==> src/common/atx_defines.vh <==
// constants for the audio transmitter input control block
`ifndef ATX_DEFINES_VH
`define ATX_DEFINES_VH

// ----------------------------------------------------------------
// register map
// ----------------------------------------------------------------
`define ATX_ADDR_RATE      7'h01
`define ATX_ADDR_FMT       7'h51
`define ATX_ADDR_SAI_CFG   7'h54
`define ATX_ADDR_MODE      7'h5a
`define ATX_ADDR_LINK      7'h60

// ----------------------------------------------------------------
// field positions
// ----------------------------------------------------------------
`define ATX_RATE_AUTO      0
`define ATX_RATE_FUND_LO   3
`define ATX_RATE_SCALE_LO  5
`define ATX_LINK_RECONFIG  4
`define ATX_SAI_MASTER     7
`define ATX_MODE_RF_EN     7
`define ATX_MODE_PD        6
`define ATX_MODE_WAKE_EN   5
`define ATX_MODE_DD_EN     3
`define ATX_MODE_SPDIF     2

// ----------------------------------------------------------------
// reset values
// ----------------------------------------------------------------
`define ATX_RST_RATE       8'h00
`define ATX_RST_FMT        8'h00
`define ATX_RST_MODE       8'h00
`define ATX_RST_SAI        8'h00
`define ATX_RST_LINK       8'h00

// ----------------------------------------------------------------
// field codes
// ----------------------------------------------------------------
`define ATX_FUND_48        2'b00
`define ATX_FUND_44        2'b01
`define ATX_FUND_32        2'b10
`define ATX_FUND_NONE      2'b11
`define ATX_SCALE_QTR      2'b00
`define ATX_SCALE_HALF     2'b01
`define ATX_SCALE_ONE      2'b10

// ----------------------------------------------------------------
// clock synthesis: 24-bit phase steps at 40 MHz, toggle per wrap
// ----------------------------------------------------------------
`define ATX_INC_256X48     24'h9d4952
`define ATX_INC_256X44     24'h9081d3
`define ATX_INC_256X32     24'h68db8c

// ----------------------------------------------------------------
// frame period upper bounds in 40 MHz cycles (midpoints of rates)
// ----------------------------------------------------------------
`define ATX_LIM_48K        14'd870
`define ATX_LIM_44K        14'd1078
`define ATX_LIM_32K        14'd1458
`define ATX_LIM_24K        14'd1740
`define ATX_LIM_22K        14'd2157
`define ATX_LIM_16K        14'd2916
`define ATX_LIM_12K        14'd3480
`define ATX_LIM_11K        14'd4314
`define ATX_LIM_8K         14'd5500
`define ATX_TIMEOUT_CYC    8192

`endif

==> src/verilog/atx_audio_ctrl.v <==
// audio transmitter input control: rate, format, mode, clocks
//
// The strobed register port was chosen for this implementation.
`timescale 1ns/1ps
`default_nettype none
`include "atx_defines.vh"

module atx_audio_ctrl #(
   parameter TIMEOUT_CYC = `ATX_TIMEOUT_CYC
) (
   input  wire        clk,
   input  wire        rst_n,
   input  wire [6:0]  addr,
   input  wire [7:0]  wdata,
   input  wire        wr_en,
   input  wire        rd_en,
   output reg  [7:0]  rdata_r,
   input  wire        ws_i,
   output reg         ws_o_r,
   output reg         ws_oe_n_r,
   output reg         bclk_o_r,
   output reg         bclk_oe_n_r,
   input  wire        spdif_frame_i,
   input  wire        port_pin1_i,
   input  wire [2:0]  direct_data_i,
   input  wire        ssel_i,
   output reg         mclk_o_r,
   output reg         rf_en_o_r,
   output reg         tx_pd_o_r,
   output reg         spdif_sel_o_r,
   output reg  [2:0]  direct_data_o_r,
   output reg         wake_o_r,
   output reg         reconfig_o_r,
   output reg  [1:0]  act_scale_o_r,
   output reg  [1:0]  act_fund_o_r,
   output reg         comp_en_o_r,
   input  wire [23:0] samp_i,
   input  wire        samp_vld_i,
   input  wire        pkt_start_i,
   input  wire [23:0] pkt_peak_i,
   output reg  [15:0] samp_o_r,
   output reg         samp_vld_o_r,
   output reg  [3:0]  shift_o_r
);

   localparam NSYNC = 7;

   // ----------------------------------------------------------------
   // storage
   // ----------------------------------------------------------------
   reg  [7:0]       rate_r;
   reg              fmt_r;
   reg  [7:0]       mode_r;
   reg  [7:0]       sai_r;
   reg  [7:0]       link_r;
   reg              act_auto_r;
   reg  [1:0]       usr_scale_r;
   reg  [1:0]       usr_fund_r;
   reg  [NSYNC-1:0] s1_r;
   reg  [NSYNC-1:0] s2_r;
   reg              pin1_prev_r;
   reg  [24:0]      mclk_acc_r;
   reg  [24:0]      bclk_acc_r;
   reg  [4:0]       bit_cnt_r;
   reg  [3:0]       shift_r;
   wire [NSYNC-1:0] raw_w;
   wire [1:0]       det_scale_w;
   wire [1:0]       det_fund_w;
   wire             det_src_w;
   wire             pin1_chg_w;
   wire             master_w;
   wire             spdif_w;
   reg  [23:0]      mclk_inc_w;
   reg  [23:0]      bclk_inc_w;
   reg  [3:0]       shift_use_w;
   reg  [23:0]      shifted_w;

   // ----------------------------------------------------------------
   // helpers
   // ----------------------------------------------------------------
   // phase step for 256 x the given fundamental
   function [23:0] fund_inc;
      input [1:0] f;
      begin
         if (f == `ATX_FUND_48)
            fund_inc = `ATX_INC_256X48;
         else if (f == `ATX_FUND_44)
            fund_inc = `ATX_INC_256X44;
         else if (f == `ATX_FUND_32)
            fund_inc = `ATX_INC_256X32;
         else
            fund_inc = 24'h000000;
      end
   endfunction

   // fewest LSBs to drop so the packet peak fits 16 bits
   function [3:0] drop_bits;
      input [23:0] peak;
      integer k;
      begin
         drop_bits = 4'h8;
         for (k = 7; k >= 0; k = k - 1)
            if (peak < (24'h008000 << k))
               drop_bits = k[3:0];
      end
   endfunction

   // ----------------------------------------------------------------
   // pin synchronisers, two flops per input
   // ----------------------------------------------------------------
   assign raw_w = {ws_i, spdif_frame_i, port_pin1_i, ssel_i, direct_data_i};

   genvar gi;
   generate
      for (gi = 0; gi < NSYNC; gi = gi + 1)
      begin : g_sync
         always @(posedge clk or negedge rst_n)
         begin
            if (!rst_n)
            begin
               s1_r[gi] <= 1'b0;
               s2_r[gi] <= 1'b0;
            end
            else
            begin
               s1_r[gi] <= raw_w[gi];
               s2_r[gi] <= s1_r[gi];
            end
         end
      end
   endgenerate

   assign master_w   = sai_r[`ATX_SAI_MASTER];
   assign spdif_w    = mode_r[`ATX_MODE_SPDIF];
   assign pin1_chg_w = s2_r[4] ^ pin1_prev_r;
   // S/PDIF mode feeds the framing to detection; serial uses word select
   assign det_src_w  = spdif_w ? s2_r[5] : s2_r[6];

   // ----------------------------------------------------------------
   // rate detector
   // ----------------------------------------------------------------
   atx_rate_detect #(
      .TIMEOUT_CYC (TIMEOUT_CYC)
   ) u_det (
      .clk     (clk),
      .rst_n   (rst_n),
      .src_i   (det_src_w),
      .scale_r (det_scale_w),
      .fund_r  (det_fund_w)
   );

   // ----------------------------------------------------------------
   // register writes and reconfigure pulse
   // ----------------------------------------------------------------
   // wake clears power down after any write in the same cycle
   always @(posedge clk or negedge rst_n)
   begin
      if (!rst_n)
      begin
         rate_r       <= `ATX_RST_RATE;
         fmt_r        <= 1'b0;
         mode_r       <= `ATX_RST_MODE;
         sai_r        <= `ATX_RST_SAI;
         link_r       <= `ATX_RST_LINK;
         reconfig_o_r <= 1'b0;
         wake_o_r     <= 1'b0;
         pin1_prev_r  <= 1'b0;
      end
      else
      begin
         reconfig_o_r <= 1'b0;
         pin1_prev_r  <= s2_r[4];
         if (wr_en)
         begin
            if (addr == `ATX_ADDR_RATE)
               rate_r <= {1'b0, wdata[6:3], 2'b00, wdata[0]};
            else if (addr == `ATX_ADDR_FMT)
               fmt_r <= wdata[0];
            else if (addr == `ATX_ADDR_MODE)
               mode_r <= {wdata[7:5], 1'b0, wdata[3:0]};
            else if (addr == `ATX_ADDR_SAI_CFG)
               sai_r <= {wdata[7], 1'b0, wdata[5:0]};
            else if (addr == `ATX_ADDR_LINK)
            begin
               link_r       <= {wdata[7:5], 1'b0, wdata[3:0]};
               reconfig_o_r <= wdata[`ATX_LINK_RECONFIG];
            end
         end
         wake_o_r <= pin1_chg_w & mode_r[`ATX_MODE_WAKE_EN] & mode_r[`ATX_MODE_PD];
         if (pin1_chg_w & mode_r[`ATX_MODE_WAKE_EN])
            mode_r[`ATX_MODE_PD] <= 1'b0;
      end
   end

   // ----------------------------------------------------------------
   // active settings; user values loaded only by reconfigure
   // ----------------------------------------------------------------
   always @(posedge clk or negedge rst_n)
   begin
      if (!rst_n)
      begin
         act_auto_r  <= 1'b0;
         usr_scale_r <= `ATX_SCALE_QTR;
         usr_fund_r  <= `ATX_FUND_48;
         comp_en_o_r <= 1'b0;
      end
      else if (reconfig_o_r)
      begin
         act_auto_r  <= rate_r[`ATX_RATE_AUTO];
         usr_scale_r <= rate_r[`ATX_RATE_SCALE_LO+1:`ATX_RATE_SCALE_LO];
         usr_fund_r  <= rate_r[`ATX_RATE_FUND_LO+1:`ATX_RATE_FUND_LO];
         comp_en_o_r <= fmt_r;
      end
   end

   // auto follows the detector in slave mode only; S/PDIF is detected regardless
   always @(posedge clk or negedge rst_n)
   begin
      if (!rst_n)
      begin
         act_scale_o_r <= `ATX_SCALE_QTR;
         act_fund_o_r  <= `ATX_FUND_48;
      end
      else if ((act_auto_r & ~master_w) | spdif_w)
      begin
         act_scale_o_r <= spdif_w ? `ATX_SCALE_ONE : det_scale_w;
         act_fund_o_r  <= det_fund_w;
      end
      else
      begin
         act_scale_o_r <= usr_scale_r;
         act_fund_o_r  <= usr_fund_r;
      end
   end

   // ----------------------------------------------------------------
   // register reads, data valid the cycle after the strobe
   // ----------------------------------------------------------------
   always @(posedge clk or negedge rst_n)
   begin
      if (!rst_n)
         rdata_r <= 8'h00;
      else if (!rd_en)
         rdata_r <= 8'h00;
      else if (addr == `ATX_ADDR_RATE)
         rdata_r <= rate_r[`ATX_RATE_AUTO] ?
                    {1'b0, det_scale_w, det_fund_w, 2'b00, 1'b1} :
                    rate_r;
      else if (addr == `ATX_ADDR_FMT)
         rdata_r <= {7'h00, fmt_r};
      else if (addr == `ATX_ADDR_MODE)
         rdata_r <= mode_r;
      else if (addr == `ATX_ADDR_SAI_CFG)
         rdata_r <= sai_r;
      else if (addr == `ATX_ADDR_LINK)
         rdata_r <= link_r;
      else
         rdata_r <= 8'h00;
   end

   // ----------------------------------------------------------------
   // mode outputs and direct data
   // ----------------------------------------------------------------
   // top direct data pin only exists with the interface select high
   always @(posedge clk or negedge rst_n)
   begin
      if (!rst_n)
      begin
         rf_en_o_r       <= 1'b0;
         tx_pd_o_r       <= 1'b0;
         spdif_sel_o_r   <= 1'b0;
         direct_data_o_r <= 3'b000;
      end
      else
      begin
         rf_en_o_r     <= mode_r[`ATX_MODE_RF_EN];
         tx_pd_o_r     <= mode_r[`ATX_MODE_PD];
         spdif_sel_o_r <= spdif_w;
         if (mode_r[`ATX_MODE_DD_EN])
            direct_data_o_r <= {s2_r[2] & s2_r[3], s2_r[1:0]};
         else
            direct_data_o_r <= 3'b000;
      end
   end

   // ----------------------------------------------------------------
   // clock synthesis: phase accumulators, jitter of one 25 ns cycle
   // ----------------------------------------------------------------
   always @*
   begin
      mclk_inc_w = 24'h000000;
      if (mode_r[1:0] != 2'b00)
         mclk_inc_w = fund_inc(mode_r[1:0] - 2'b01);
      // bit clock is 64 fs: 256 fs step over 4, 8 or 16
      bclk_inc_w = 24'h000000;
      if (act_scale_o_r == `ATX_SCALE_ONE)
         bclk_inc_w = fund_inc(act_fund_o_r) >> 2;
      else if (act_scale_o_r == `ATX_SCALE_HALF)
         bclk_inc_w = fund_inc(act_fund_o_r) >> 3;
      else if (act_scale_o_r == `ATX_SCALE_QTR)
         bclk_inc_w = fund_inc(act_fund_o_r) >> 4;
   end

   always @(posedge clk or negedge rst_n)
   begin
      if (!rst_n)
      begin
         mclk_acc_r <= 25'h0000000;
         mclk_o_r   <= 1'b0;
      end
      else if (spdif_w | (mode_r[1:0] == 2'b00) | mode_r[`ATX_MODE_PD])
      begin
         mclk_acc_r <= 25'h0000000;
         mclk_o_r   <= 1'b0;
      end
      else
      begin
         mclk_acc_r <= {1'b0, mclk_acc_r[23:0]} + {1'b0, mclk_inc_w};
         if (mclk_acc_r[24])
            mclk_o_r <= ~mclk_o_r;
      end
   end

   // master mode outside S/PDIF drives word select and bit clock, 32 bits per half
   always @(posedge clk or negedge rst_n)
   begin
      if (!rst_n)
      begin
         bclk_acc_r  <= 25'h0000000;
         bit_cnt_r   <= 5'h00;
         bclk_o_r    <= 1'b0;
         ws_o_r      <= 1'b0;
         bclk_oe_n_r <= 1'b1;
         ws_oe_n_r   <= 1'b1;
      end
      else
      begin
         bclk_oe_n_r <= ~(master_w & ~spdif_w);
         ws_oe_n_r   <= ~(master_w & ~spdif_w);
         if (!master_w | spdif_w)
         begin
            bclk_acc_r <= 25'h0000000;
            bit_cnt_r  <= 5'h00;
            bclk_o_r   <= 1'b0;
            ws_o_r     <= 1'b0;
         end
         else
         begin
            bclk_acc_r <= {1'b0, bclk_acc_r[23:0]} + {1'b0, bclk_inc_w};
            if (bclk_acc_r[24])
            begin
               bclk_o_r <= ~bclk_o_r;
               // word select moves on the falling bit clock edge
               if (bclk_o_r)
               begin
                  bit_cnt_r <= bit_cnt_r + 5'h01;
                  if (bit_cnt_r == 5'h1f)
                     ws_o_r <= ~ws_o_r;
               end
            end
         end
      end
   end

   // ----------------------------------------------------------------
   // sample path: linear top 16 bits or per-packet truncation
   // ----------------------------------------------------------------
   always @*
   begin
      shift_use_w = pkt_start_i ? drop_bits(pkt_peak_i) : shift_r;
      shifted_w   = samp_i;
      if (comp_en_o_r)
         shifted_w = $signed(samp_i) >>> shift_use_w;
   end

   always @(posedge clk or negedge rst_n)
   begin
      if (!rst_n)
      begin
         shift_r      <= 4'h0;
         shift_o_r    <= 4'h0;
         samp_o_r     <= 16'h0000;
         samp_vld_o_r <= 1'b0;
      end
      else
      begin
         if (pkt_start_i)
            shift_r <= shift_use_w;
         samp_vld_o_r <= samp_vld_i;
         if (samp_vld_i)
         begin
            shift_o_r <= comp_en_o_r ? shift_use_w : 4'h0;
            samp_o_r  <= comp_en_o_r ? shifted_w[15:0] : samp_i[23:8];
         end
      end
   end

endmodule
`default_nettype wire

==> src/verilog/atx_rate_detect.v <==
// frame period measurement and sample rate classification
`timescale 1ns/1ps
`default_nettype none
`include "atx_defines.vh"

module atx_rate_detect #(
   parameter TIMEOUT_CYC = `ATX_TIMEOUT_CYC
) (
   input  wire       clk,
   input  wire       rst_n,
   input  wire       src_i,
   output reg  [1:0] scale_r,
   output reg  [1:0] fund_r
);

   reg  [13:0] cnt_r;
   reg         prev_r;
   wire        edge_w;
   reg  [3:0]  cls_w;

   // ----------------------------------------------------------------
   // classify: {scale, fundamental} from one frame period
   // ----------------------------------------------------------------
   function [3:0] classify;
      input [13:0] p;
      begin
         if (p < `ATX_LIM_48K)
            classify = {`ATX_SCALE_ONE, `ATX_FUND_48};
         else if (p < `ATX_LIM_44K)
            classify = {`ATX_SCALE_ONE, `ATX_FUND_44};
         else if (p < `ATX_LIM_32K)
            classify = {`ATX_SCALE_ONE, `ATX_FUND_32};
         else if (p < `ATX_LIM_24K)
            classify = {`ATX_SCALE_HALF, `ATX_FUND_48};
         else if (p < `ATX_LIM_22K)
            classify = {`ATX_SCALE_HALF, `ATX_FUND_44};
         else if (p < `ATX_LIM_16K)
            classify = {`ATX_SCALE_HALF, `ATX_FUND_32};
         else if (p < `ATX_LIM_12K)
            classify = {`ATX_SCALE_QTR, `ATX_FUND_48};
         else if (p < `ATX_LIM_11K)
            classify = {`ATX_SCALE_QTR, `ATX_FUND_44};
         else if (p < `ATX_LIM_8K)
            classify = {`ATX_SCALE_QTR, `ATX_FUND_32};
         else
            classify = {`ATX_SCALE_ONE, `ATX_FUND_NONE};
      end
   endfunction

   assign edge_w = src_i & ~prev_r;

   // one rising frame edge per sample period
   always @*
   begin
      cls_w = classify(cnt_r);
   end

   // ----------------------------------------------------------------
   // period counter; a stalled source reads as no input
   // ----------------------------------------------------------------
   always @(posedge clk or negedge rst_n)
   begin
      if (!rst_n)
      begin
         cnt_r   <= 14'h0000;
         prev_r  <= 1'b0;
         scale_r <= `ATX_SCALE_ONE;
         fund_r  <= `ATX_FUND_NONE;
      end
      else
      begin
         prev_r <= src_i;
         if (edge_w)
         begin
            cnt_r   <= 14'h0001;
            scale_r <= cls_w[3:2];
            // first edge after silence carries no real period
            fund_r  <= (cnt_r >= TIMEOUT_CYC[13:0]) ? `ATX_FUND_NONE : cls_w[1:0];
         end
         else if (cnt_r >= TIMEOUT_CYC[13:0])
         begin
            fund_r <= `ATX_FUND_NONE;
         end
         else
         begin
            cnt_r <= cnt_r + 14'h0001;
         end
      end
   end

endmodule
`default_nettype wire

==> config.mk <==
export PLATFORM = sky130hd
export DESIGN_NAME = atx_audio_ctrl
export DESIGN_NICKNAME = d
export VERILOG_FILES = /design/src/verilog/atx_audio_ctrl.v /design/src/verilog/atx_rate_detect.v
export VERILOG_INCLUDE_DIRS = /design/src /design/src/common
export SDC_FILE = /design/constraint.sdc
export NUM_CORES = 1
export LEC_CHECK = 0
export ABC_AREA = 1
export BUFFER_PORTS_ARGS = -buffer_cell sky130_fd_sc_hd__buf_2
export CORE_MARGIN = 3
export CORE_UTILIZATION = 52
export CTS_CLUSTER_DIAMETER = 40
export DETAILED_ROUTE_END_ITERATION = 10
export GPL_ROUTABILITY_DRIVEN = 0
export HOLD_SLACK_MARGIN = 0.06
export PLACE_DENSITY_LB_ADDON = 0.3
export SLEW_MARGIN = 20
export SYNTH_ARGS = -nofsm -noshare
export SYNTH_HDL_FRONTEND = slang
export SYNTH_SLANG_ARGS = --single-unit
==> constraint.sdc <==
create_clock -name clk -period 9.6 [get_ports clk]
set_input_delay 0.48 -clock clk [delete_from_list [all_inputs] [get_ports clk]]
set_output_delay 0.48 -clock clk [all_outputs]
set_load 0.01 [all_outputs]
Word-level counts from Yosys, hierarchy flattened --
Cells that the tools add are included.
Storage, ports and cells: bits in registers 171, input bits 76
Cells by class: add/subtract/negate cells 5, magnitude comparators 18, equality and inequality tests 15, shift-type cells 1, multiplexer cells 71, bitwise gates (word level) 22, reduce and logical (&&, ||, !) cells 21
Operator list (count):
- 2-to-1 mux 24 bit | 5
- 2-to-1 mux 4 bit | 19
- adder 24 x 24 -> 25 bit | 2
- 2-to-1 mux 25 bit | 2
- 2-to-1 mux 8 bit | 6
- 2-to-1 mux 23 bit | 2
- < comparator 14 x 11 -> 1 bit (second input constant) | 3
- < comparator 14 x 12 -> 1 bit (second input constant) | 3
- 2-to-1 mux 7 bit | 5
- == test 7 bit (second input constant) | 4
- < comparator 14 x 13 -> 1 bit (second input constant) | 2
- 2-to-1 mux 14 bit | 2
- < comparator 24 x 16 -> 1 bit (second input constant) | 1
- < comparator 24 x 17 -> 1 bit (second input constant) | 1
- < comparator 24 x 18 -> 1 bit (second input constant) | 1
- < comparator 24 x 19 -> 1 bit (second input constant) | 1
- < comparator 24 x 20 -> 1 bit (second input constant) | 1
- < comparator 24 x 21 -> 1 bit (second input constant) | 1
- < comparator 24 x 22 -> 1 bit (second input constant) | 1
- < comparator 24 x 23 -> 1 bit (second input constant) | 1
- >>> shifter 24 x 4 -> 16 bit | 1
- 2-to-1 mux 22 bit | 1
- 2-to-1 mux 21 bit | 1
- 2-to-1 mux 20 bit | 1
- other kinds (27) | 86

Logic depth before layout (Yosys ltp) --
Gate-level depths: netlist (run 1).
word-level depth 12, gate-level depth with buffers 20, depth with buffers taken out 19

By module --
A second synthesis (run 1) with hierarchy kept.
Second synthesis, totals: cell total of the unflattened synthesis 1439, area total of the unflattened synthesis 10650.2 µm²
By module, submodules not included:
- atx_audio_ctrl | instances 1, cells an instance 1248, area an instance 9341.5 µm², seq. area each 3804.9 µm²
- atx_rate_detect | instances 1, cells an instance 191, area an instance 1308.8 µm², seq. area each 479.2 µm²

Least setup slack after synthesis (run 1) --
OpenSTA, ideal clock, no wires.
kind reg2reg, from register act_fund_o_r[0], to register bclk_acc_r[12], setup time 0.126 ns, data arrival time 3.021 ns, slack 6.453 ns, cell stages (with the launch flop) 18, buffers on the path 1, clock period less this slack 3.147 ns, path through dfrtp_1 -> inv_1 -> ha_1 -> clkbuf_1 -> nor2_1 -> nor2_1 -> nor2_1 -> a21oi_1 -> ha_1 -> fa_1 -> nand3_1 -> nand2_1 -> a21boi_0 -> o21bai_1 -> a21oi_1 -> o21ai_0 -> o21ai_0 -> a21oi_1
On the way: word-level cells in the longest chain between the ends 9
Ends and longest elaborated chain:
- from (decl) | line atx_audio_ctrl.v:35 | output reg [1:0] act_fund_o_r,
- from (signal assigned) | line atx_audio_ctrl.v:222 | act_fund_o_r <= `ATX_FUND_48;
- from (signal assigned) | line atx_audio_ctrl.v:227 | act_fund_o_r <= det_fund_w;
- from (signal assigned) | line atx_audio_ctrl.v:232 | act_fund_o_r <= usr_fund_r;
- == test 2 bit (no line)
- 2-to-1 mux 23 bit | line atx_audio_ctrl.v:89 | else if (f == `ATX_FUND_32)
- 2-to-1 mux 24 bit | line atx_audio_ctrl.v:87 | else if (f == `ATX_FUND_44)
- 2-to-1 mux 24 bit (*) | line atx_audio_ctrl.v:85 | if (f == `ATX_FUND_48)
- 2-to-1 mux 20 bit | line atx_audio_ctrl.v:300 | else if (act_scale_o_r == `ATX_SCALE_QTR)
- 2-to-1 mux 21 bit | line atx_audio_ctrl.v:298 | else if (act_scale_o_r == `ATX_SCALE_HALF)
- 2-to-1 mux 22 bit (*) | line atx_audio_ctrl.v:296 | if (act_scale_o_r == `ATX_SCALE_ONE)
- adder 24 x 24 -> 25 bit (*) | line atx_audio_ctrl.v:349 | bclk_acc_r <= {1'b0, bclk_acc_r[23:0]} + {1'b0, bclk_inc_w};
- 2-to-1 mux 25 bit (*) | line atx_audio_ctrl.v:340 | if (!master_w | spdif_w)
- to (signal assigned) | line atx_audio_ctrl.v:349
- to (decl) | line atx_audio_ctrl.v:63 | reg [24:0] bclk_acc_r;
Every way passes the cells marked *; elsewhere a longest branch is shown, timed or not. A chain may end at the register's enable or synchronous reset.

Worst setup path in the final report (run 1) --
Same ends and word-level chain as after synthesis.

==> results of run 1 <==
[path summary, 6_finish.rpt]
kind                                                  to  slack (ns)  depth (start not counted)
worst max-delay path            bclk_acc_r[12]$_DFF_PN0_        5.84                         16
worst min-delay path             bclk_acc_r[1]$_DFF_PN0_        0.14                          1
worst max register to register  bclk_acc_r[12]$_DFF_PN0_        5.84                         16
worst min register to register         s2_r[0]$_DFF_PN0_        0.35                          0
max in group asynchronous           rdata_r[5]$_DFF_PN0_        8.21                          2
min in group clk                       s1_r[1]$_DFF_PN0_        0.15                          1
[power groups by stage]
stage | Clock, uW | Combinational [uW] | Sequential, uW
floorplan | 0 | 208 | 799
global placement | 0 | 293 | 802
detailed placement | 0 | 299 | 804
CTS | 747 | 301 | 791
global route | 781 | 345 | 796
finish | 731 | 305 | 792
[metal layers]
metal,track usage (%),part of all wire [%]
met1,33.88,45
met2,38.11,45
met3,4.047,7.5
met4,8.222,2.6
met5,0,0
[flip-flops by register name (all words and copies together) (netlist names), 4 cells and up]
signal and flops:
shift_o_r 4, link_r 7, samp_o_r 16, bit_cnt_r 5
mclk_acc_r 25, shift_r 4, s2_r 7, rate_r 5
rdata_r 8, mode_r 7, s1_r 7, sai_r 7
u_det.classify.p 14, bclk_acc_r 25
[per-stage QoR]
step / util [%] / instance area [sq um] / setup slack [ns] / hold WS [ns] / std cells
2_1_floorplan: - / 10480 / 6.453 / 0.1844 / 1402
3_3_place_gp: 56.96 / 11190 / 5.967 / 0.3315 / 1743
3_5_place_dp: 56.96 / 11190 / 5.871 / 0.3362 / 1743
4_1_cts: 60.12 / 11820 / 5.851 / 0.1316 / 1775
5_1_grt: 60.14 / 11820 / 5.591 / 0.1303 / 1775
6_report: 60.14 / 11820 / 5.837 / 0.1356 / 1775
[synthesized netlist by cell type (3+ instances only)]
library cell / count
nand2_2: 9
nor2_1: 121
buf_4: 5
clkbuf_1: 15
ha_1: 57
nor2_2: 4
buf_2: 12
nor3b_1: 3
nand2_1: 325
inv_1: 163
o21bai_1: 5
or2_2: 9
o21ai_1: 4
a221oi_1: 3
a31oi_1: 5
dfstp_2: 4
nand4_1: 13
xnor2_1: 10
o21a_1: 4
dfrtp_1: 167
o21ai_0: 113
a21boi_0: 4
clkinv_1: 5
nor4_1: 4
xor2_1: 11
a21o_1: 8
nor3_1: 21
nand3_1: 164
a21oi_1: 99
a41oi_1: 3
o211ai_1: 6
[worst max-delay path, cell delays in order, from the launching register on]
cell	delay, ns
dfrtp_1	0.41
inv_1	0.09
ha_1	0.30
nor2_1	0.30
nor2_1	0.11
nor2_1	0.15
a21oi_1	0.09
ha_1	0.22
fa_1	0.41
nand3_1	0.09
nand2_1	0.10
a21boi_0	0.51
o21bai_1	0.23
a21oi_1	0.27
o21ai_0	0.14
o21ai_0	0.16
a21oi_1	0.06
[area by class of cell]
cell class | count | area (sq um) | area share, %
multi-input combinational | 1029 | 5384 | 45.55
sequential | 171 | 4284 | 36.24
inverter | 168 | 630.6 | 5.335
timing repair buffer | 110 | 568.0 | 4.806
clock buffer | 18 | 439.2 | 3.715
tap | 265 | 331.6 | 2.805
clock inverter | 14 | 182.7 | 1.545
[kinds of logic after synthesis]
family | after synthesis
flops | 171
fa+ha+maj | 59
xor+xnor | 21
buf+inv | 202
compound gates | 267
simple gates | 682
==> summary.txt, run 1 <==
Yosys
  – Synth Area in Adders: ~7.2%
  – Yosys top cell area share: 39.89%
  – Mapped Nets: around 1500
  – Post-synthesis mux area share: 0%
  – Post-synth top area cell: dfrtp_1
  – Post-Syn Area: around 10000 sq um
  – Ys flop type: dfrtp_1
  – Synth warn: 0
  – Ranking of synthesized cells by area: dfrtp_1 40%, nand2_1 12%, nand3_1 7.8%
  – Synth Area per Inst: 7.472 sq um
  – Post-synth ARST share: 100.0%
  – Largest family of logic cells by synthesized area: simple AND/OR/NAND/NOR gates
  – Synth Area in Compound Gates: 14.05%
  – Xor/xnor share of the synthesized area: approximately 1.8%
  – Synthesized instance count: ~1400
  – EDFF count, synth: 0
  – Distinct cells, synth: a little over 50
  – Seq/Total Area, Yosys: 40.90%
  – FF+latch count, synth: about 170
  – Simple-Gate Fraction of Synth Area: between 20% and 30%

Layout
  – Area Overhead vs Synth: 12.84%
  – Most frequent cells in the layout: 325 x nand2_1, 167 x dfrtp_1, 164 x nand3_1
  – Diode count: 0
  – Layout cells sized above 1: between 10 and 15%
  – Nets@finish: 1632
  – Commonest non-fill, non-tap cell in the layout: nand2_1
  – Fillers: roughly 1800

Floorplanning
  – Die width: approximately 150 um
  – Starting Density: a little over half
  – Die ar.: 21880 sq um
  – Core Region: a little under 20000 sq um
  – Row cnt: between 50 and 60
  – Die Y: about 150 um
  – I/O pin cnt: about 120

Job
  – Max-Cap Viols: 0

STA
  – Fmax: between 200 and 300 MHz
  – Final worst path period share: roughly 39%
  – Worst relative slew slack: about 30%
  – Hold Violations, Final: 0
  – Min Tclk post-route: 3.763 ns
  – Measured slew at the worst slew-check pin: 1.038 ns
  – Fin. max-slew vios: 0
  – Worst clock skew: about 0.007 ns
  – Setup Viol. Count Final: 0
  – Setup TNS: 0 ns
  – RSZ-0062 raised after global routing: no

Clocking
  – CTS tree: done
  – Post-CTS Hold Fix Bufs: 0
  – Worst-path clk slew: 0.07 ns
  – Clock Tree Buf Depth: 2
  – H-tree levels: 4
  – Latest clock arrival within the worst-skew pair: ~0.43 ns
  – Root Driver: clkbuf_16
  – Setup bufs post-CTS: 0
  – CTS Buf Count: 17
  – Post-cts resize count: 0
  – Clock net sink count: 171

Pwr
  – Comb pwr share: 16.7%
  – Seq pwr share: between 40% and 50%
  – Leak: between 0.006 and 0.007 uW
  – Pwr Density: 154.6 nW/um^2
  – Worst vdd ir: about 130 uV
  – P_sw: 543.1 uW
  – Total Power: around 1800 uW
  – Sw Ratio: 29.71%
  – Clock power share: 40.0%
  – Int Pwr: roughly 1300 uW

Setup path
  – Worst EP required: slightly below 10 ns
  – RR Startpoint: act_fund_o_r[0]$_DFF_PN0_
  – CP Max Fanout: 8
  – CP endpoint kind: register
  – Beginning of the critical path: act_fund_o_r[0]$_DFF_PN0_
  – Crit path DAT: around 4.1 ns
  – Classification of the worst setup path: register to register
  – Crit path launch type: register

Routing
  – DR vias: between 9000 and 10000
  – Post-DR vias/cell: between 5 and 6
  – Antenna-violating nets left: 0
  – Routed WL: between 20000 and 30000 um
  – Post-route DRC violation count: 0
  – Detailed Route Iter0 Violations: roughly 1000
  – 1st-pass router iterations: 8
  – WL/cell: approximately 15 um

Hold path
  – Hold crit path type: input port to async pin

Outcome
  – Outcome: completed

Global route
  – Initial antenna violation count: 0
  – Global-route wire length before repair: about 44000 um
  – Total gr overflow: 0
  – Number of global-route vias before repair: roughly 9100
  – All-Layer GR Usage: between 20% and 30%
  – Largest net degree at the start of global routing: 90

Placed design
  – Dpl hpwl: 18730 um
  – # port buffers: 107
(Power assumes the default switching activity.)
==> inputs of run 2 (changes only) <==
==> constraint.sdc (replaced) <==
create_clock -name clk -period 3.5 [get_ports clk]
set_input_delay 0.175 -clock clk [delete_from_list [all_inputs] [get_ports clk]]
set_output_delay 0.175 -clock clk [all_outputs]
set_load 0.01 [all_outputs]
==> run 2 against run 1 <==
Net effect: flip-flop and latch count is the same; die area is the same; sequential share of layout area decreased by 0.58 points; sequential power rose to 2.7 times the previous value; final cell count grew 1.2%; fmax is 20% higher.
==> summary.txt, run 2 (synthesis gave the netlist of run 1 again) <==
Clocking
  – Latest clock arrival within the worst-skew pair: 0.44 ns (was 0.43 ns)
  – Clock net sink count: 171 (unchanged)
  – H-tree levels: 4 (unchanged)
  – Setup bufs post-CTS: 0 (unchanged)
  – Root Driver: clkbuf_16 (unchanged)
  – Worst-path clk slew: 0.07 ns (about the same)
  – CTS tree: done (unchanged)
  – CTS Buf Count: 17 (unchanged)
  – Clock Tree Buf Depth: 2 (unchanged)

Layout
  – Diode count: 0 (unchanged)
  – Most frequent cells in the layout: 325 x nand2_1, 167 x dfrtp_1, 164 x nand3_1 (unchanged)
  – Final design area excluding fillers: 12010 sq um (was 11820 sq um)
  – Fillers: 1783 (was 1773)
  – Non-filler cells, final: 1797 (was 1775)
  – Layout cells sized above 1: 11.95% (was 11.59%)
  – Seq. cell area: 4284 sq um (unchanged)
  – Nets@finish: 1654 (was 1632)
  – Finished Core Util: 61.12% (was 60.14%)
  – Area Overhead vs Synth: 14.68% (was 12.84%)
  – Regs by FF count: bclk_acc_r x25, mclk_acc_r x25, samp_o_r x16 (unchanged)
  – Multi-input gate area: 5393 sq um (was 5384 sq um)
  – Commonest non-fill, non-tap cell in the layout: nand2_1 (unchanged)

Floorplanning
  – Die ar.: 21880 sq um (unchanged)
  – I/O pin cnt: 123 (unchanged)
  – Die Y: 147.9 um (unchanged)
  – Die width: 147.9 um (unchanged)
  – Row cnt: 51 (unchanged)
  – Core Region: 19650 sq um (unchanged)
  – Starting Density: 53.30% (unchanged)

Setup path
  – R2r setup slk: 0.37 ns (was 5.84 ns)
  – CP bufs+invs: 1 (unchanged)
  – Crit path launch type: register (unchanged)
  – CP endpoint kind: register (unchanged)
  – CP Max Fanout: 8 (unchanged)
  – CP peak stage delay: 0.40 ns (was 0.51 ns)
  – Top delay family on crit path: compound AO/OA/AOI/OAI gates (unchanged)
  – Cell breakdown of the critical path: inv_1, ha_1, nor2_1, nor2_1, nor2_1, a21oi_1, ha_1, fa_1, nand3_1, nand2_1, a21boi_1, o21bai_1, a21oi_2, o21ai_0, o21ai_0, a21oi_1 (was inv_1, ha_1, nor2_1, nor2_1, nor2_1, a21oi_1, ha_1, fa_1, nand3_1, nand2_1, a21boi_0, o21bai_1, a21oi_1, o21ai_0, o21ai_0, a21oi_1)
  – Worst EP required: 3.81 ns (was 9.91 ns)
  – Classification of the worst setup path: register to register (unchanged)
  – Critical-path top delay cell: dfrtp_1 (was a21boi_0)
  – Crit path DAT: 3.44 ns (was 4.07 ns)
  – Top cell by count, worst path: nor2_1

Global route
  – All-Layer GR Usage: 23.97% (was 24.09%)
  – Number of global-route vias before repair: 9154 (was 9074)
  – Total gr overflow: 0 (unchanged)
  – Global-route wire length before repair: 43370 um (was 43550 um)
  – Largest net degree at the start of global routing: 72 (was 90)
  – Initial antenna violation count: 0 (unchanged)

Routing
  – Detailed Route Iter0 Violations: 818 (was 974)
  – DR vias: 9768 (was 9832)
  – Antenna-violating nets left: 0 (unchanged)
  – Post-DR vias/cell: 5.436 (was 5.539)
  – Post-route DRC violation count: 0 (unchanged)
  – 1st-pass router iterations: 6 (was 8)
  – Routed WL: 26110 um (about the same)
  – WL/cell: 14.53 um (was 14.71 um)

Placed design
  – Dpl hpwl: 18930 um (was 18730 um)
  – Cell count after placement: 1749 (was 1743)
  – # port buffers: 107 (unchanged)
  – Post-DP Area: 11250 sq um (was 11190 sq um)

Pwr
  – Leak: 0.006163 uW (was 0.006088 uW)
  – Pwr Density: 411.8 nW/um^2 (was 154.6 nW/um^2)
  – Worst vdd ir: 319.3 uV (was 128.3 uV)

Outcome
  – Outcome: completed (unchanged)

STA
  – Setup TNS: 0 ns (unchanged)
  – Hold Violations, Final: 0 (unchanged)
  – RSZ-0062 raised after global routing: no (unchanged)
  – Worst relative slew slack: 47.90% (was 30.81%)
  – Min Tclk post-route: 3.132 ns (was 3.763 ns)
  – Measured slew at the worst slew-check pin: 0.7807 ns (was 1.038 ns)
  – Fmax: 319.3 MHz (was 265.7 MHz)
  – Final worst path period share: 89.48% (was 39.20%)
  – Worst clock skew: 0.01143 ns (was 0.007030 ns)
  – Setup Viol. Count Final: 0 (unchanged)
  – Fin. max-slew vios: 0 (unchanged)

Hold path
  – Hold crit path type: input port to register (was input port to async pin)

Job
  – Max-Cap Viols: 0 (unchanged)
## run 2: timing repair
| item | in CTS | in global routing |
|---|---|---|
| gates resized for setup | 0 | 4 |
| endpoints found under the setup margin | 0 | 1 |
| endpoints found under the hold margin | 77 | 0 |
| hold buffers | 16 | 0 |
## run 2: final timing paths
path                                           start                  endpoint  cells past startpoint
min reg2reg                        s1_r[6]$_DFF_PN0_         s2_r[6]$_DFF_PN0_                      0
max                        act_fund_o_r[0]$_DFF_PN0_  bclk_acc_r[12]$_DFF_PN0_                     16
min                                       samp_i[18]  samp_o_r[10]$_DFFE_PN0P_                      5
max in group asynchronous                      rst_n   bclk_acc_r[7]$_DFF_PN0_                      3
max reg2reg                act_fund_o_r[0]$_DFF_PN0_  bclk_acc_r[12]$_DFF_PN0_                     16
min in group asynchronous                      rst_n  bclk_acc_r[21]$_DFF_PN0_                      2
## run 2: cell type report
| class | count | area share [%] |
|---|---|---|
| Tap cell | 265 | 2.760 |
| Inverter | 168 | 5.249 |
| Multi-Input combinational cell | 1029 | 44.89 |
| Clock inverter | 14 | 1.354 |
| Clock buffer | 18 | 3.573 |
| Timing Repair Buffer | 132 | 6.510 |
| Sequential cell | 171 | 35.66 |
## run 2: power by group
group / total (uW) / internal, uW / switching [uW]
registers: 2160 / 2080 / 80.4
logic: 862 / 298 / 563
clock network: 1920 / 1070 / 853
## run 2: per-stage QoR
step	power [uW]	hold WS [ns]	setup WS (ns)
after global routing	5193	0.07969	0.05384
final	4947	0.07724	0.3682
after floorplan	2762	-0.1206	0.3528
after global placement	3015	0.1923	0.3688
after detailed placement	3035	0.1962	0.3126
after CTS	4970	0.06080	0.2958
## run 2: worst register-to-register path: stages (launching register included)
cell      delay (ns)
dfrtp_1         0.40
inv_1           0.09
ha_1            0.29
nor2_1          0.18
nor2_1          0.08
nor2_1          0.15
a21oi_1         0.09
ha_1            0.22
fa_1            0.40
nand3_1         0.09
nand2_1         0.12
a21boi_1        0.19
o21bai_1        0.15
a21oi_2         0.22
o21ai_0         0.12
o21ai_0         0.17
a21oi_1         0.05
## run 2: layer usage
metal  wire [um]  track usage (%)  up-vias
met1       12050            33.92     4508
met3        1620            3.985       38
met2       11920            38.31      334
met4         514            6.975        0
met5           0                0        -
li1            -                -     4888
